[config.mk]
export PLATFORM = sky130hd
export DESIGN_NAME = rc_oscillation_converter
export DESIGN_NICKNAME = d
export VERILOG_FILES = /design/src/design/rc_conv_pkg.sv /design/src/design/rc_oscillation_converter.sv
export SDC_FILE = /design/constraint.sdc
export NUM_CORES = 1
export LEC_CHECK = 0
export ABC_AREA = 1
export BUFFER_PORTS_ARGS = -buffer_cell sky130_fd_sc_hd__buf_4
export CORE_MARGIN = 1
export CORE_UTILIZATION = 44
export CTS_BUF_LIST = sky130_fd_sc_hd__clkbuf_8
export DETAILED_ROUTE_END_ITERATION = 10
export HOLD_SLACK_MARGIN = 0.15
export MAX_ROUTING_LAYER = met4
export PLACE_DENSITY = 0.7
export SLEW_MARGIN = 30
export SYNTH_ARGS = -nofsm -noshare
export SYNTH_HDL_FRONTEND = slang
export SYNTH_SLANG_ARGS = --single-unit
[constraint.sdc]
create_clock -name pclk -period 2 [get_ports pclk]
set_input_delay 0.4 -clock pclk [delete_from_list [all_inputs] [get_ports pclk]]
set_output_delay 0.4 -clock pclk [all_outputs]
set_load 0.02 [all_outputs]
[src/design/rc_conv_pkg.sv]
// package for the rc oscillation converter: register indices, fields, reset values
// assumes an apb slave with 32-bit data, one register per aligned word
package rc_conv_pkg;
  // printed offsets are not all multiples of four: they are indices, byte address = 4*index
  localparam logic [7:0] IDX_SWITCH = 8'h1A;
  localparam logic [7:0] IDX_CONTROL = 8'h22;
  localparam logic [7:0] IDX_MODE = 8'h25;
  localparam logic [7:0] IDX_REF_LOW = 8'h30;
  localparam logic [7:0] IDX_REF_HIGH = 8'h31;
  localparam logic [7:0] IDX_MEAS_LOW = 8'h32;
  localparam logic [7:0] IDX_MEAS_HIGH = 8'h33;
  localparam logic [7:0] IDX_IRQ_STATUS = 8'h34;
  localparam logic [7:0] IDX_IRQ_MASK = 8'h35;

  localparam int CTL_SPARE = 3;
  localparam int CTL_RUN = 4;
  localparam int CTL_SEL_LSB = 5;
  localparam int MODE_OVF_SEL = 0;
  localparam int MODE_ENABLE = 1;
  localparam int MODE_USER_LSB = 4;
  localparam int IRQ_FLAG = 4;

  localparam logic [2:0] SEL_SYS = 3'h0;
  localparam logic [2:0] SEL_SYS_DIV4 = 3'h1;
  localparam logic [1:0] DIV4_LAST = 2'h3;

  localparam logic [7:0] RST_CONTROL = 8'h08;
  localparam logic [7:0] RST_MODE = 8'h00;
  localparam logic [7:0] RST_SWITCH = 8'h10;
  localparam logic [7:0] RST_MASK = 8'h00;
  localparam logic [15:0] RST_COUNT = 16'h0000;

  typedef struct packed {
    logic [2:0] ref_sel;
    logic spare;
    logic run;
  } control_s;

  typedef struct packed {
    logic [3:0] user;
    logic enable;
    logic ovf_sel;
  } mode_s;
endpackage

[src/design/rc_oscillation_converter.sv]
// rc oscillation converter: reference counter, pclk-clocked counter of rc edges,
// analog switch select, apb register slave and one level interrupt.
// assumes rc_osc_in is an asynchronous pin and pclk is well above its rate.
//
// Behaviour
// two independent 16-bit up-counters
// reference clock select: sysclk or sysclk/4
// measurement counter counts rc oscillator edges
// mode bit 1 enables converter, maps counters
// mode bit 0 picks overflow interrupt source
// run bit starts both counters together
// overflow sets converter interrupt flag bit 4
// overflow stops counters, clears run bit
// low-byte write only fills shared buffer
// high-byte write loads byte plus buffer
// high-byte read latches low byte into buffer
// low-byte read returns the buffer
// counter bytes blocked while run is set
// control bits 0-2 zero, bit 3 storage
// mode bits 2-3 zero, 4-7 storage
// switch field closes exactly one switch
// field msb opens all, stops oscillator
// software should prefer sysclk reference source
// interrupt flag sticky until software clears
`timescale 1ns/1ps
module rc_oscillation_converter #(
  parameter int COUNT_WIDTH = 16
) (
  input wire logic pclk,
  input wire logic presetn,
  input wire logic psel,
  input wire logic penable,
  input wire logic pwrite,
  input wire logic [11:0] paddr,
  input wire logic [31:0] pwdata,
  output logic [31:0] prdata,
  output logic pready,
  output logic pslverr,
  input wire logic rc_osc_in,
  output logic rc_osc_enable,
  output logic [15:0] sensor_channels,
  output logic irq
);

  ////////////////////////////////////////////////////////////////////////////
  // registers and decode

  rc_conv_pkg::control_s control;
  rc_conv_pkg::mode_s mode;
  logic [4:0] switch_channel_select;
  logic [COUNT_WIDTH-1:0] ref_count;
  logic [COUNT_WIDTH-1:0] meas_count;
  logic [7:0] low_buffer;
  logic [7:0] irq_status;
  logic [7:0] irq_mask;
  logic [1:0] div4;
  logic [2:0] osc_sync;
  logic osc_level;

  logic access;
  logic wr;
  logic rd;
  logic [7:0] idx;
  logic addr_ok;
  logic counter_reg;
  logic counters_open;
  logic ref_ovf;
  logic meas_ovf;
  logic ovf_event;
  logic ref_tick;
  logic meas_tick;

  function automatic logic is_counter_idx(input logic [7:0] i);
    is_counter_idx = (i == rc_conv_pkg::IDX_REF_LOW) || (i == rc_conv_pkg::IDX_REF_HIGH) ||
                     (i == rc_conv_pkg::IDX_MEAS_LOW) || (i == rc_conv_pkg::IDX_MEAS_HIGH);
  endfunction

  assign access = psel && penable;
  assign idx = paddr[9:2];
  assign pready = 1'b1;
  assign counter_reg = is_counter_idx(idx);
  // counter bytes exist only in converter mode and are locked while counting
  assign counters_open = mode.enable && !control.run;

  always_comb begin
    addr_ok = 1'b0;
    if (paddr[1:0] != 2'h0 || paddr[11:10] != 2'h0) begin
      addr_ok = 1'b0;
    end else if (idx == rc_conv_pkg::IDX_SWITCH || idx == rc_conv_pkg::IDX_CONTROL) begin
      addr_ok = 1'b1;
    end else if (idx == rc_conv_pkg::IDX_MODE) begin
      addr_ok = 1'b1;
    end else if (counter_reg) begin
      addr_ok = counters_open;
    end else if (idx == rc_conv_pkg::IDX_IRQ_STATUS || idx == rc_conv_pkg::IDX_IRQ_MASK) begin
      addr_ok = 1'b1;
    end
  end

  assign pslverr = access && !addr_ok;
  assign wr = access && pwrite && addr_ok;
  assign rd = access && !pwrite && addr_ok;

  ////////////////////////////////////////////////////////////////////////////
  // counting

  // three-stage sync, edge counted once stages two and three agree
  always_ff @(posedge pclk or negedge presetn) begin
    if (!presetn) begin
      osc_sync <= 3'h0;
      osc_level <= 1'b0;
    end else begin
      osc_sync <= {osc_sync[1:0], rc_osc_in};
      if (osc_sync[2] == osc_sync[1]) begin
        osc_level <= osc_sync[2];
      end
    end
  end

  assign meas_tick = control.run && osc_sync[2] && osc_sync[1] && !osc_level;

  always_ff @(posedge pclk or negedge presetn) begin
    if (!presetn) begin
      div4 <= 2'h0;
    end else if (control.run) begin
      div4 <= div4 + 2'h1;
    end else begin
      div4 <= 2'h0;
    end
  end

  always_comb begin
    ref_tick = 1'b0;
    if (control.run) begin
      if (control.ref_sel == rc_conv_pkg::SEL_SYS) begin
        ref_tick = 1'b1;
      end else if (control.ref_sel == rc_conv_pkg::SEL_SYS_DIV4) begin
        ref_tick = (div4 == rc_conv_pkg::DIV4_LAST);
      end
    end
  end

  assign ref_ovf = ref_tick && (&ref_count);
  assign meas_ovf = meas_tick && (&meas_count);
  // either overflow ends the run; the source bit only steers the interrupt
  assign ovf_event = mode.ovf_sel ? meas_ovf : ref_ovf;

  // high-byte write loads buffer as low byte; counters only move while run is set
  always_ff @(posedge pclk or negedge presetn) begin
    if (!presetn) begin
      ref_count <= rc_conv_pkg::RST_COUNT;
    end else if (wr && idx == rc_conv_pkg::IDX_REF_HIGH) begin
      ref_count <= {pwdata[7:0], low_buffer};
    end else if (ref_tick && !ref_ovf && !meas_ovf) begin
      ref_count <= ref_count + 16'h0001;
    end else if (ref_ovf) begin
      ref_count <= rc_conv_pkg::RST_COUNT;
    end
  end

  always_ff @(posedge pclk or negedge presetn) begin
    if (!presetn) begin
      meas_count <= rc_conv_pkg::RST_COUNT;
    end else if (wr && idx == rc_conv_pkg::IDX_MEAS_HIGH) begin
      meas_count <= {pwdata[7:0], low_buffer};
    end else if (meas_tick && !ref_ovf && !meas_ovf) begin
      meas_count <= meas_count + 16'h0001;
    end else if (meas_ovf) begin
      meas_count <= rc_conv_pkg::RST_COUNT;
    end
  end

  ////////////////////////////////////////////////////////////////////////////
  // shared low-byte buffer

  always_ff @(posedge pclk or negedge presetn) begin
    if (!presetn) begin
      low_buffer <= 8'h00;
    end else if (wr && (idx == rc_conv_pkg::IDX_REF_LOW || idx == rc_conv_pkg::IDX_MEAS_LOW)) begin
      low_buffer <= pwdata[7:0];
    end else if (rd && idx == rc_conv_pkg::IDX_REF_HIGH) begin
      low_buffer <= ref_count[7:0];
    end else if (rd && idx == rc_conv_pkg::IDX_MEAS_HIGH) begin
      low_buffer <= meas_count[7:0];
    end
  end

  ////////////////////////////////////////////////////////////////////////////
  // control, mode, switch registers

  always_ff @(posedge pclk or negedge presetn) begin
    if (!presetn) begin
      // field by field: the struct order does not follow the bit order of the word
      control.ref_sel <= rc_conv_pkg::RST_CONTROL[rc_conv_pkg::CTL_SEL_LSB +: 3];
      control.spare <= rc_conv_pkg::RST_CONTROL[rc_conv_pkg::CTL_SPARE];
      control.run <= rc_conv_pkg::RST_CONTROL[rc_conv_pkg::CTL_RUN];
    end else begin
      if (wr && idx == rc_conv_pkg::IDX_CONTROL) begin
        control.ref_sel <= pwdata[rc_conv_pkg::CTL_SEL_LSB +: 3];
        control.spare <= pwdata[rc_conv_pkg::CTL_SPARE];
        control.run <= pwdata[rc_conv_pkg::CTL_RUN] && mode.enable;
      end
      // overflow wins over a same-cycle write of run
      if (ref_ovf || meas_ovf) begin
        control.run <= 1'b0;
      end
    end
  end

  always_ff @(posedge pclk or negedge presetn) begin
    if (!presetn) begin
      mode <= rc_conv_pkg::mode_s'({rc_conv_pkg::RST_MODE[7:4], rc_conv_pkg::RST_MODE[1:0]});
    end else if (wr && idx == rc_conv_pkg::IDX_MODE) begin
      mode.user <= pwdata[rc_conv_pkg::MODE_USER_LSB +: 4];
      mode.enable <= pwdata[rc_conv_pkg::MODE_ENABLE];
      mode.ovf_sel <= pwdata[rc_conv_pkg::MODE_OVF_SEL];
    end
  end

  always_ff @(posedge pclk or negedge presetn) begin
    if (!presetn) begin
      switch_channel_select <= rc_conv_pkg::RST_SWITCH[4:0];
    end else if (wr && idx == rc_conv_pkg::IDX_SWITCH) begin
      switch_channel_select <= pwdata[4:0];
    end
  end

  // one-hot switch drive; msb set opens all and holds the oscillator off
  always_ff @(posedge pclk or negedge presetn) begin
    if (!presetn) begin
      sensor_channels <= 16'h0000;
      rc_osc_enable <= 1'b0;
    end else begin
      if (switch_channel_select[4]) begin
        sensor_channels <= 16'h0000;
      end else begin
        sensor_channels <= 16'h0001 << switch_channel_select[3:0];
      end
      rc_osc_enable <= !switch_channel_select[4] && mode.enable;
    end
  end

  ////////////////////////////////////////////////////////////////////////////
  // interrupt: sticky status cleared by read, masked onto irq

  always_ff @(posedge pclk or negedge presetn) begin
    if (!presetn) begin
      irq_status <= 8'h00;
    end else begin
      if (rd && idx == rc_conv_pkg::IDX_IRQ_STATUS) begin
        irq_status <= 8'h00;
      end
      // a same-cycle overflow beats the clearing read
      if (ovf_event) begin
        irq_status[rc_conv_pkg::IRQ_FLAG] <= 1'b1;
      end
    end
  end

  always_ff @(posedge pclk or negedge presetn) begin
    if (!presetn) begin
      irq_mask <= rc_conv_pkg::RST_MASK;
    end else if (wr && idx == rc_conv_pkg::IDX_IRQ_MASK) begin
      irq_mask <= pwdata[7:0];
    end
  end

  always_ff @(posedge pclk or negedge presetn) begin
    if (!presetn) begin
      irq <= 1'b0;
    end else begin
      irq <= |(irq_status & irq_mask);
    end
  end

  ////////////////////////////////////////////////////////////////////////////
  // read data

  always_comb begin
    prdata = 32'h0000_0000;
    if (rd) begin
      if (idx == rc_conv_pkg::IDX_SWITCH) begin
        prdata = {27'h0000000, switch_channel_select};
      end else if (idx == rc_conv_pkg::IDX_CONTROL) begin
        prdata = {24'h000000, control.ref_sel, control.run, control.spare, 3'h0};
      end else if (idx == rc_conv_pkg::IDX_MODE) begin
        prdata = {24'h000000, mode.user, 2'h0, mode.enable, mode.ovf_sel};
      end else if (idx == rc_conv_pkg::IDX_REF_HIGH) begin
        prdata = {24'h000000, ref_count[15:8]};
      end else if (idx == rc_conv_pkg::IDX_MEAS_HIGH) begin
        prdata = {24'h000000, meas_count[15:8]};
      end else if (idx == rc_conv_pkg::IDX_REF_LOW || idx == rc_conv_pkg::IDX_MEAS_LOW) begin
        prdata = {24'h000000, low_buffer};
      end else if (idx == rc_conv_pkg::IDX_IRQ_STATUS) begin
        prdata = {24'h000000, irq_status};
      end else if (idx == rc_conv_pkg::IDX_IRQ_MASK) begin
        prdata = {24'h000000, irq_mask};
      end
    end
  end

endmodule

# --- Yosys cells after proc, flatten, opt, wreduce, memory -nomap -nowiden ---
# Index checks and enable logic that the tools add are counted.
word_totals:
  ff_bits: 89
  in_bits: 50
  output_inout_bits: 52
  word_cells: 122
classes:
  addsub: 3
  n_eq_ne: 12
  shift: 1
  mux: 33
  n_bitwise: 1
  reduce_logical: 54
ops:
  columns: ["operator", "count"]
  rows:
  - ["$mux W32", 4]
  - ["$mux W16", 7]
  - ["$eq A8 B6 Y1 const B", 8]
  - ["$mux W8", 8]
  - ["$add A16 B1 Y16 const B", 2]
  - ["$reduce_and A16 Y1", 2]
  - ["$logic_and A1 B1 Y1", 28]
  - ["$shl A1 B4 Y16 const A", 1]
  - ["$mux W1", 12]
  - ["$reduce_bool A3 Y1", 3]
  - ["$and A5 B8 Y8", 1]
  - ["$eq A8 B5 Y1 const B", 1]
  - ["$logic_or A1 B1 Y1", 8]
  - ["$reduce_bool A2 Y1", 4]
  - ["$reduce_or A8 Y1", 1]
  - ["$logic_not A1 Y1", 7]
  - ["$mux W5", 1]
  - ["$eq A3 B1 Y1 const B", 1]
  - ["$logic_not A3 Y1", 1]
  - ["$add A2 B1 Y2 const B", 1]
  - ["$eq A2 B2 Y1 const B", 1]
  - ["$mux W2", 1]
  - ["$eq A1 B1 Y1", 1]

# --- Longest topological paths before layout ---
# Gate-level depths: netlist of the first run.
depth:
  depth_word: 13
  mapped_depth: 12

# --- Least setup slack after synthesis of the first run ---
# No wires, ideal clock.
synth_timing:
  path_kind: "in2out"
  start: "input paddr[4]"
  end: "output prdata[5]"
  t_arrival_ns: 1.969
  setup_slack_ns: -0.369
  stages: 11
  path_buffers: 0
  path_cell_list: "nor2_2 -> inv_2 -> nor2_2 -> nand2_2 -> nand2_1 -> nor2_2 -> nor2_8 -> nand2_1 -> inv_1 -> nand2_1 -> nor3b_1"
synth_between:
  elab_chain_len: 10
  word_cells_on_any_way: 30
  classes_between: "eq/ne (9); mux (14); reduce/logical (7)"
synth_lines:
  columns: ["item", "line", "rtl"]
  rows:
  - ["start: declaration", "rc_oscillation_converter.sv:34", "input wire logic [11:0] paddr,"]
  - ["$eq A8 B6 Y1, on equally long branches", null, null]
  - ["$mux W8 or $logic_or A1 B1 Y1 (tied branches)", "rc_oscillation_converter.sv:296, rc_oscillation_converter.sv:74", null]
  - ["$mux W8 or $logic_or A1 B1 Y1 (tied branches)", "rc_oscillation_converter.sv:294, rc_oscillation_converter.sv:74", null]
  - ["$mux W8 or $logic_or A1 B1 Y1 (tied branches)", "rc_oscillation_converter.sv:292, rc_oscillation_converter.sv:75", null]
  - ["$mux W8 or $mux W1 (tied branches)", "rc_oscillation_converter.sv:290, rc_oscillation_converter.sv:93", null]
  - ["$mux W8 or $mux W1 (tied branches)", "rc_oscillation_converter.sv:288, rc_oscillation_converter.sv:91", null]
  - ["$mux W32 or $mux W1 (tied branches)", "rc_oscillation_converter.sv:286, rc_oscillation_converter.sv:89", null]
  - ["$mux W32 or $mux W1 (tied branches)", "rc_oscillation_converter.sv:284, rc_oscillation_converter.sv:87", null]
  - ["$mux W32 or $logic_and A1 B1 Y1 (tied branches)", "rc_oscillation_converter.sv:282, rc_oscillation_converter.sv:102", null]
  - ["$mux W32 (*)", "rc_oscillation_converter.sv:281", "if (rd) begin"]
  - ["end: declaration", "rc_oscillation_converter.sv:36", "output logic [31:0] prdata,"]
# Every way passes the cells marked *; elsewhere a longest branch is shown, timed or not.

# --- Worst setup path after layout of the first run ---
layout_timing:
  start: "input paddr[8]"
  end: "output prdata[7]"
# The elaborated chain is that of the path after synthesis.

==> impl_metrics.toml, run 1 <==
[power]
clockPowerShare = 0.383
intPower_uw = 2360
irDropWorstVdd_mv = 0.226
power_uw = 3320
seq_power_share = 0.545
p_comb_frac = 0.072
swShare = 0.287
p_switching_uw = 953
leakage_uw = 0.00365
power_density_nw_per_um2 = 445

[placed_design]
dpl_cell_area_um2 = 6490
post-place-ws_ns = -0.257
portBuffers = 52
dp_cells = 1028
gp_congestion = 0.950
dp_hpwl_um = 11500

[setup_path]
worst-path-stages = 10
critPathLaunchType = "primary input"
critPathRequiredTime_ns = 1.60
crit_top_cell = "buf_6"
path_delay_family = "simple AND/OR/NAND/NOR gates"
reg2regPathDepth = 11
worstSetupPathType = "primary input to output port"
cpPeakStageDelay_ns = 0.25
endpoint_kind = "output port"
r2r_slack_ns = -0.06
cp.arrival_ns = 1.84
crit_path_top_delay_cell = "o22ai_1"
cp_num_buf_inv = 4
path_max_fanout = 6
cp_cell_sequence = "buf_6 > inv_2 > nand2_4 > nor2_4 > nand4_1 > buf_2 > o22ai_1 > nand2_1 > nor3b_4 > buf_6"
reg2reg_from = "ref_count[0]"
r2r-end = "ref_count[12]"

[layout]
layout-drive-gt1-share = 0.291
layout_commonest_cell = "nand2_1"
antenna_cells = 0
synthToLayoutAreaGrowth_pct = 35.8
nNetsFinal = 949
fin_cells = 1069
fillerInstances = 1033
final_cell_area_um2 = 7440
layout_common_cells = "nand2_1 (140), nor2_1 (130), buf_4 (107)"

[synthesis]
ys_types = 37
avgSynthCellArea_um2 = 7.16
seq_area_frac_synth = 0.407
ys_ff_latch = 89
synth_cells = 766
syn_area_um2 = 5480
ys_warn_count = 0
ys.flop_type = "dfrtp_1"
async_reset_ff_frac = 1.00
synth_edf_count = 0

[sta]
setup_viol = 26
max_freq_mhz = 446
fin_crit_sh = 1.12
relSlewSlack = 0.459
finalCriticalPeriod_ns = 2.24
tightest_slew_ns = 0.809
rsz0062_at_grt = "true"
whs_ns = 0.275
finalMaxSlewViolations = 0
hold_viol = 0
finalWorstSetupSlack_ns = -0.243
fin_worst_skew_ns = 0.0254

[job]
maxCapViolations = 0

[grt]
grt_usage = 0.257
overflow = 0
grt_pass1_wl_um = 24700
grt_pass1_vias = 4852
grt_max_degree = 48
antenna_found_initial = 0

[drt]
drt_wl_total_um = 16900
drt_iter0_drc = 500
drcViolationCount = 0
via_per_inst = 5.18
postRouteAntennaNets = 0
via_count = 5533
drt-wirelength-per-cell_um = 15.8
drt_pre_antenna_iters = 5

[floorplanning]
die_w_um = 114
ioPinCount = 102
dieArea_um2 = 12900
placementRows = 40
die_y_um = 114
start_util = 0.454
core_um2 = 12100

[clock_network]
clockRootBuffer = "clkbuf_8"
cts.sinks = 89
path_clk_slew_ns = 0.10
clockBufferDepth = 2
cts_max_level = 3
cts_tree = "built"
clock_latency_ns = 0.41
numCtsBuffers = 9

[worst_hold_path]
hold_start = "pwdata[3]"
hp-class = "primary input to flip-flop"
hold-path-cell-count = 3
hold_end = "switch_channel_select[3]"

[status]
violations = "negative setup slack"
status = "complete, but fails checks"
-- metal layers --
layer  wire (µm)  vias up  track usage
met1        7190     2570        0.334
met5           0        -            -
li1            -     2665            -
met3        1100       48       0.0335
met4         467        0       0.0956
met2        8150      250        0.411
-- Yosys cell counts, drive strengths merged (7+ instances only) --
library cell | number | area share
clkbuf | 7 | 0.0048
dfrtp | 87 | 0.40
nand4 | 36 | 0.042
nand3 | 75 | 0.072
xor2 | 19 | 0.030
inv | 99 | 0.068
o21ai | 38 | 0.035
nand2 | 154 | 0.11
nor2 | 159 | 0.12
a21oi | 10 | 0.0091
nor3 | 11 | 0.010
buf | 37 | 0.050
-- power by group through the flow --
stage               sequential, µW  combinational [µW]  clock, µW
global route                  1810                 260       1350
detailed placement            1840                 216          0
floorplan                     1840                 121          0
CTS                           1810                 224       1280
global placement              1840                 215          0
finish                        1810                 240       1270
-- how the worst max path moves through the flow --
stage                      endpoint  startpoint  slack [ns]
after floorplan           prdata[5]    paddr[5]       -0.01
after global placement    prdata[3]    paddr[9]       -0.24
after detailed placement  prdata[3]    paddr[9]       -0.26
after CTS                 prdata[7]  control[0]       -0.25
after global routing      prdata[2]    paddr[8]       -0.31
final                     prdata[7]    paddr[8]       -0.24
-- state kept, by name, indices dropped and copies added (netlist names), 5 cells and up --
register,flops
control,5
irq_mask,8
low_buffer,8
meas_count,16
mode,6
ref_count,16
sensor_channels,16
switch_channel_select,5
-- what timing repair did --
action / 4_1_cts / 5_1_grt
gates cloned: 0 / 8
resized for setup: 21 / 99
pin swaps: 7 / 43
setup buffers: 4 / 11
hold buffers: 2 / 0
setup endpoints to repair: 10 / 59
endpoints found under the hold margin: 27 / 0
-- kinds of logic after synthesis --
kind of cell / after synthesis / synth area share
flops: 89 / 0.407
compound gates: 62 / 0.0616
other cells: 2 / 0.00137
simple gates: 442 / 0.361
fa+ha+maj: 4 / 0.00867
buf+inv: 143 / 0.122
xor+xnor: 24 / 0.0383
-- worst reg2reg max path, stage by stage, from the launching register on --
cell      delay [ns]
dfrtp_1         0.38
ha_2            0.22
nand3_4         0.09
nor2_4          0.15
buf_6           0.11
nand4_1         0.16
nor2_2          0.20
nand4_1         0.16
nand2_2         0.18
clkinv_4        0.14
nand3_2         0.11
nand2_1         0.05
-- per-stage QoR --
stage | setup TNS, ns | util
3_5_place_dp | -3.09 | 0.538
2_1_floorplan | -0.0285 | -
5_1_grt | -6.62 | 0.617
3_3_place_gp | -2.76 | 0.538
6_report | -2.34 | 0.617
4_1_cts | -1.83 | 0.563
-- area by class of cell --
class / count / area, µm² / area share
timing repair buffer: 138 / 1280 / 0.172
sequential: 89 / 2230 / 0.300
multi-input combinational: 558 / 3140 / 0.422
clock buffer: 9 / 124 / 0.0166
timing repair inverter: 1 / 6.26 / 0.000840
clock inverter: 7 / 71.3 / 0.00958
tap: 168 / 210 / 0.0282
inverter: 99 / 385 / 0.0518
No activity file was read; power rests on OpenSTA's default activity.
==> run 2: changes to the inputs <==
MAX_ROUTING_LAYER = unset   (was met4)
==> run 2 against run 1 <==
- the flow still finishes with violations (negative setup slack)
- final cell count down 0.65%
- cell area down 5.0%
- clock skew down 0.014 ns
- highest routed layer unchanged
==> impl_metrics.toml, run 2 (same netlist as run 1, synthesis figures left out) <==
[grt]
overflow = 0
grt_usage = 0.249
antenna_found_initial = 0
grt_pass1_wl_um = 24600
grt_pass1_vias = 4890
grt_max_degree = 90

[setup_path]
critPathRequiredTime_ns = 1.60
path_max_fanout = 3
critPathLaunchType = "flip-flop"
endpoint_kind = "output port"
path_delay_family = "simple AND/OR/NAND/NOR gates"
cp.arrival_ns = 1.86
cp_cell_sequence = "inv_1 > nand2_1 > nand2_1 > nand3_2 > nand2_2 > nor2_4 > nor2_8 > nand2_4 > inv_4 > nand2_4 > nor3b_4 > buf_6"
reg2regPathDepth = 11
worst-path-stages = 12
cp_num_buf_inv = 3
cpPeakStageDelay_ns = 0.39
crit_path_top_delay_cell = "dfrtp_1"
worstSetupPathType = "flip-flop to output port"

[drt]
postRouteAntennaNets = 0
via_count = 5383
drt_pre_antenna_iters = 5
drt-wirelength-per-cell_um = 14.9
drcViolationCount = 0
drt_iter0_drc = 379
via_per_inst = 5.07
drt_wl_total_um = 15900

[power]
irDropWorstVdd_mv = 0.268
leakage_uw = 0.00353
power_density_nw_per_um2 = 463

[sta]
max_freq_mhz = 443
fin_worst_skew_ns = 0.0112
hold_viol = 0
finalWorstSetupSlack_ns = -0.260
relSlewSlack = 0.600
finalMaxSlewViolations = 0
tightest_slew_ns = 0.597
rsz0062_at_grt = "true"
finalCriticalPeriod_ns = 2.26
setup_viol = 9
setup_tns_ns = -1.81
fin_crit_sh = 1.13

[floorplanning]
die_w_um = 114
die_y_um = 114
core_um2 = 12100
ioPinCount = 102
start_util = 0.454
placementRows = 40
dieArea_um2 = 12900

[layout]
layout_common_cells = "nand2_1 (141), nor2_1 (139), buf_4 (110)"
antenna_cells = 0
final_cell_area_um2 = 7070
layout-drive-gt1-share = 0.246
synthToLayoutAreaGrowth_pct = 29.0
fin_util = 0.586
nNetsFinal = 942
top_regs = "meas_count (16), ref_count (16), sensor_channels (16)"
layout_commonest_cell = "nand2_1"

[clock_network]
cts.sinks = 89
cts_tree = "built"
path_clk_slew_ns = 0.10
clockRootBuffer = "clkbuf_8"
clock_latency_ns = 0.39
cts_max_level = 3
clockBufferDepth = 2
numCtsBuffers = 9

[status]
status = "complete, but fails checks"
violations = "negative setup slack"

[worst_hold_path]
hold-path-cell-count = 3
hp-class = "primary input to flip-flop"

[placed_design]
portBuffers = 52
dp_hpwl_um = 11500
dpl_cell_area_um2 = 6470
gp_congestion = 0.939

[job]
maxCapViolations = 0
==> run 2: cell types whose count changed in the layout (fill, tap and decap cells not counted), sizes merged <==
cell      delta
clkbuf       -4
buf          -2
inv          +2
clkinv       -1
clkinvlp     -1
nor2         -1
==> run 2: stage by stage <==
stage	total power [µW]	setup slack (ns)	std cells	hold WS [ns]
final	3270	-0.260	1062	0.284
after global routing	3380	-0.344	1062	0.285
after CTS	3280	-0.289	1049	0.267
after detailed placement	2050	-0.248	1023	0.341
after global placement	2050	-0.253	1023	0.332
after floorplan	1960	-0.0115	789	0.104
==> run 2: worst paths after layout <==
check | endpoint | start | slack [ns]
worst min register to register | osc_sync[1] | osc_sync[0] | 0.36
max in group asynchronous | switch_channel_select[4] | presetn | 1.03
worst max register to register | ref_count[15] | ref_count[0] | 0.05
worst min-delay path | mode[4] | pwdata[6] | 0.28
min in group asynchronous | control[2] | presetn | 0.59
worst max-delay path | prdata[7] | control[0] | -0.26
==> run 2: worst min-delay path, stage by stage <==
cell,delay [ns]
buf_4,0.13
nand2_1,0.05
o21ai_0,0.06
==> run 2: final cells by class <==
type / instances / area (µm²)
timing repair inverter: 1 / 6.26
multi-input combinational: 557 / 2920
sequential: 89 / 2230
clock buffer: 9 / 124
inverter: 99 / 382
tap: 168 / 210
timing repair buffer: 132 / 1140
clock inverter: 7 / 62.6
fill: 1139 / 4990
==> run 2: report_power, final <==
| part | internal [µW] | total [µW] | switching, µW |
|---|---|---|---|
| combinational | 69.3 | 230 | 161 |
| sequential | 1800 | 1810 | 2.98 |
| clock | 480 | 1240 | 758 |
==> run 2: repair_timing <==
| action | 4_1_cts | 5_1_grt |
|---|---|---|
| setup buffers | 8 | 10 |
| gates resized for setup | 17 | 49 |
| hold endpoints to repair | 88 | 0 |
| hold buffers | 2 | 0 |
| endpoints found under the setup margin | 9 | 48 |
| pin swaps | 6 | 12 |
| cloned | 0 | 3 |
==> run 2: layer usage <==
layer	global-route usage	wire, µm	part of all wire	vias up
met2	0.409	7650	0.48	183
met5	0	0	0	-
li1	-	-	-	2645
met3	0.0372	842	0.053	41
met1	0.324	6900	0.43	2514
met4	0.116	480	0.030	0
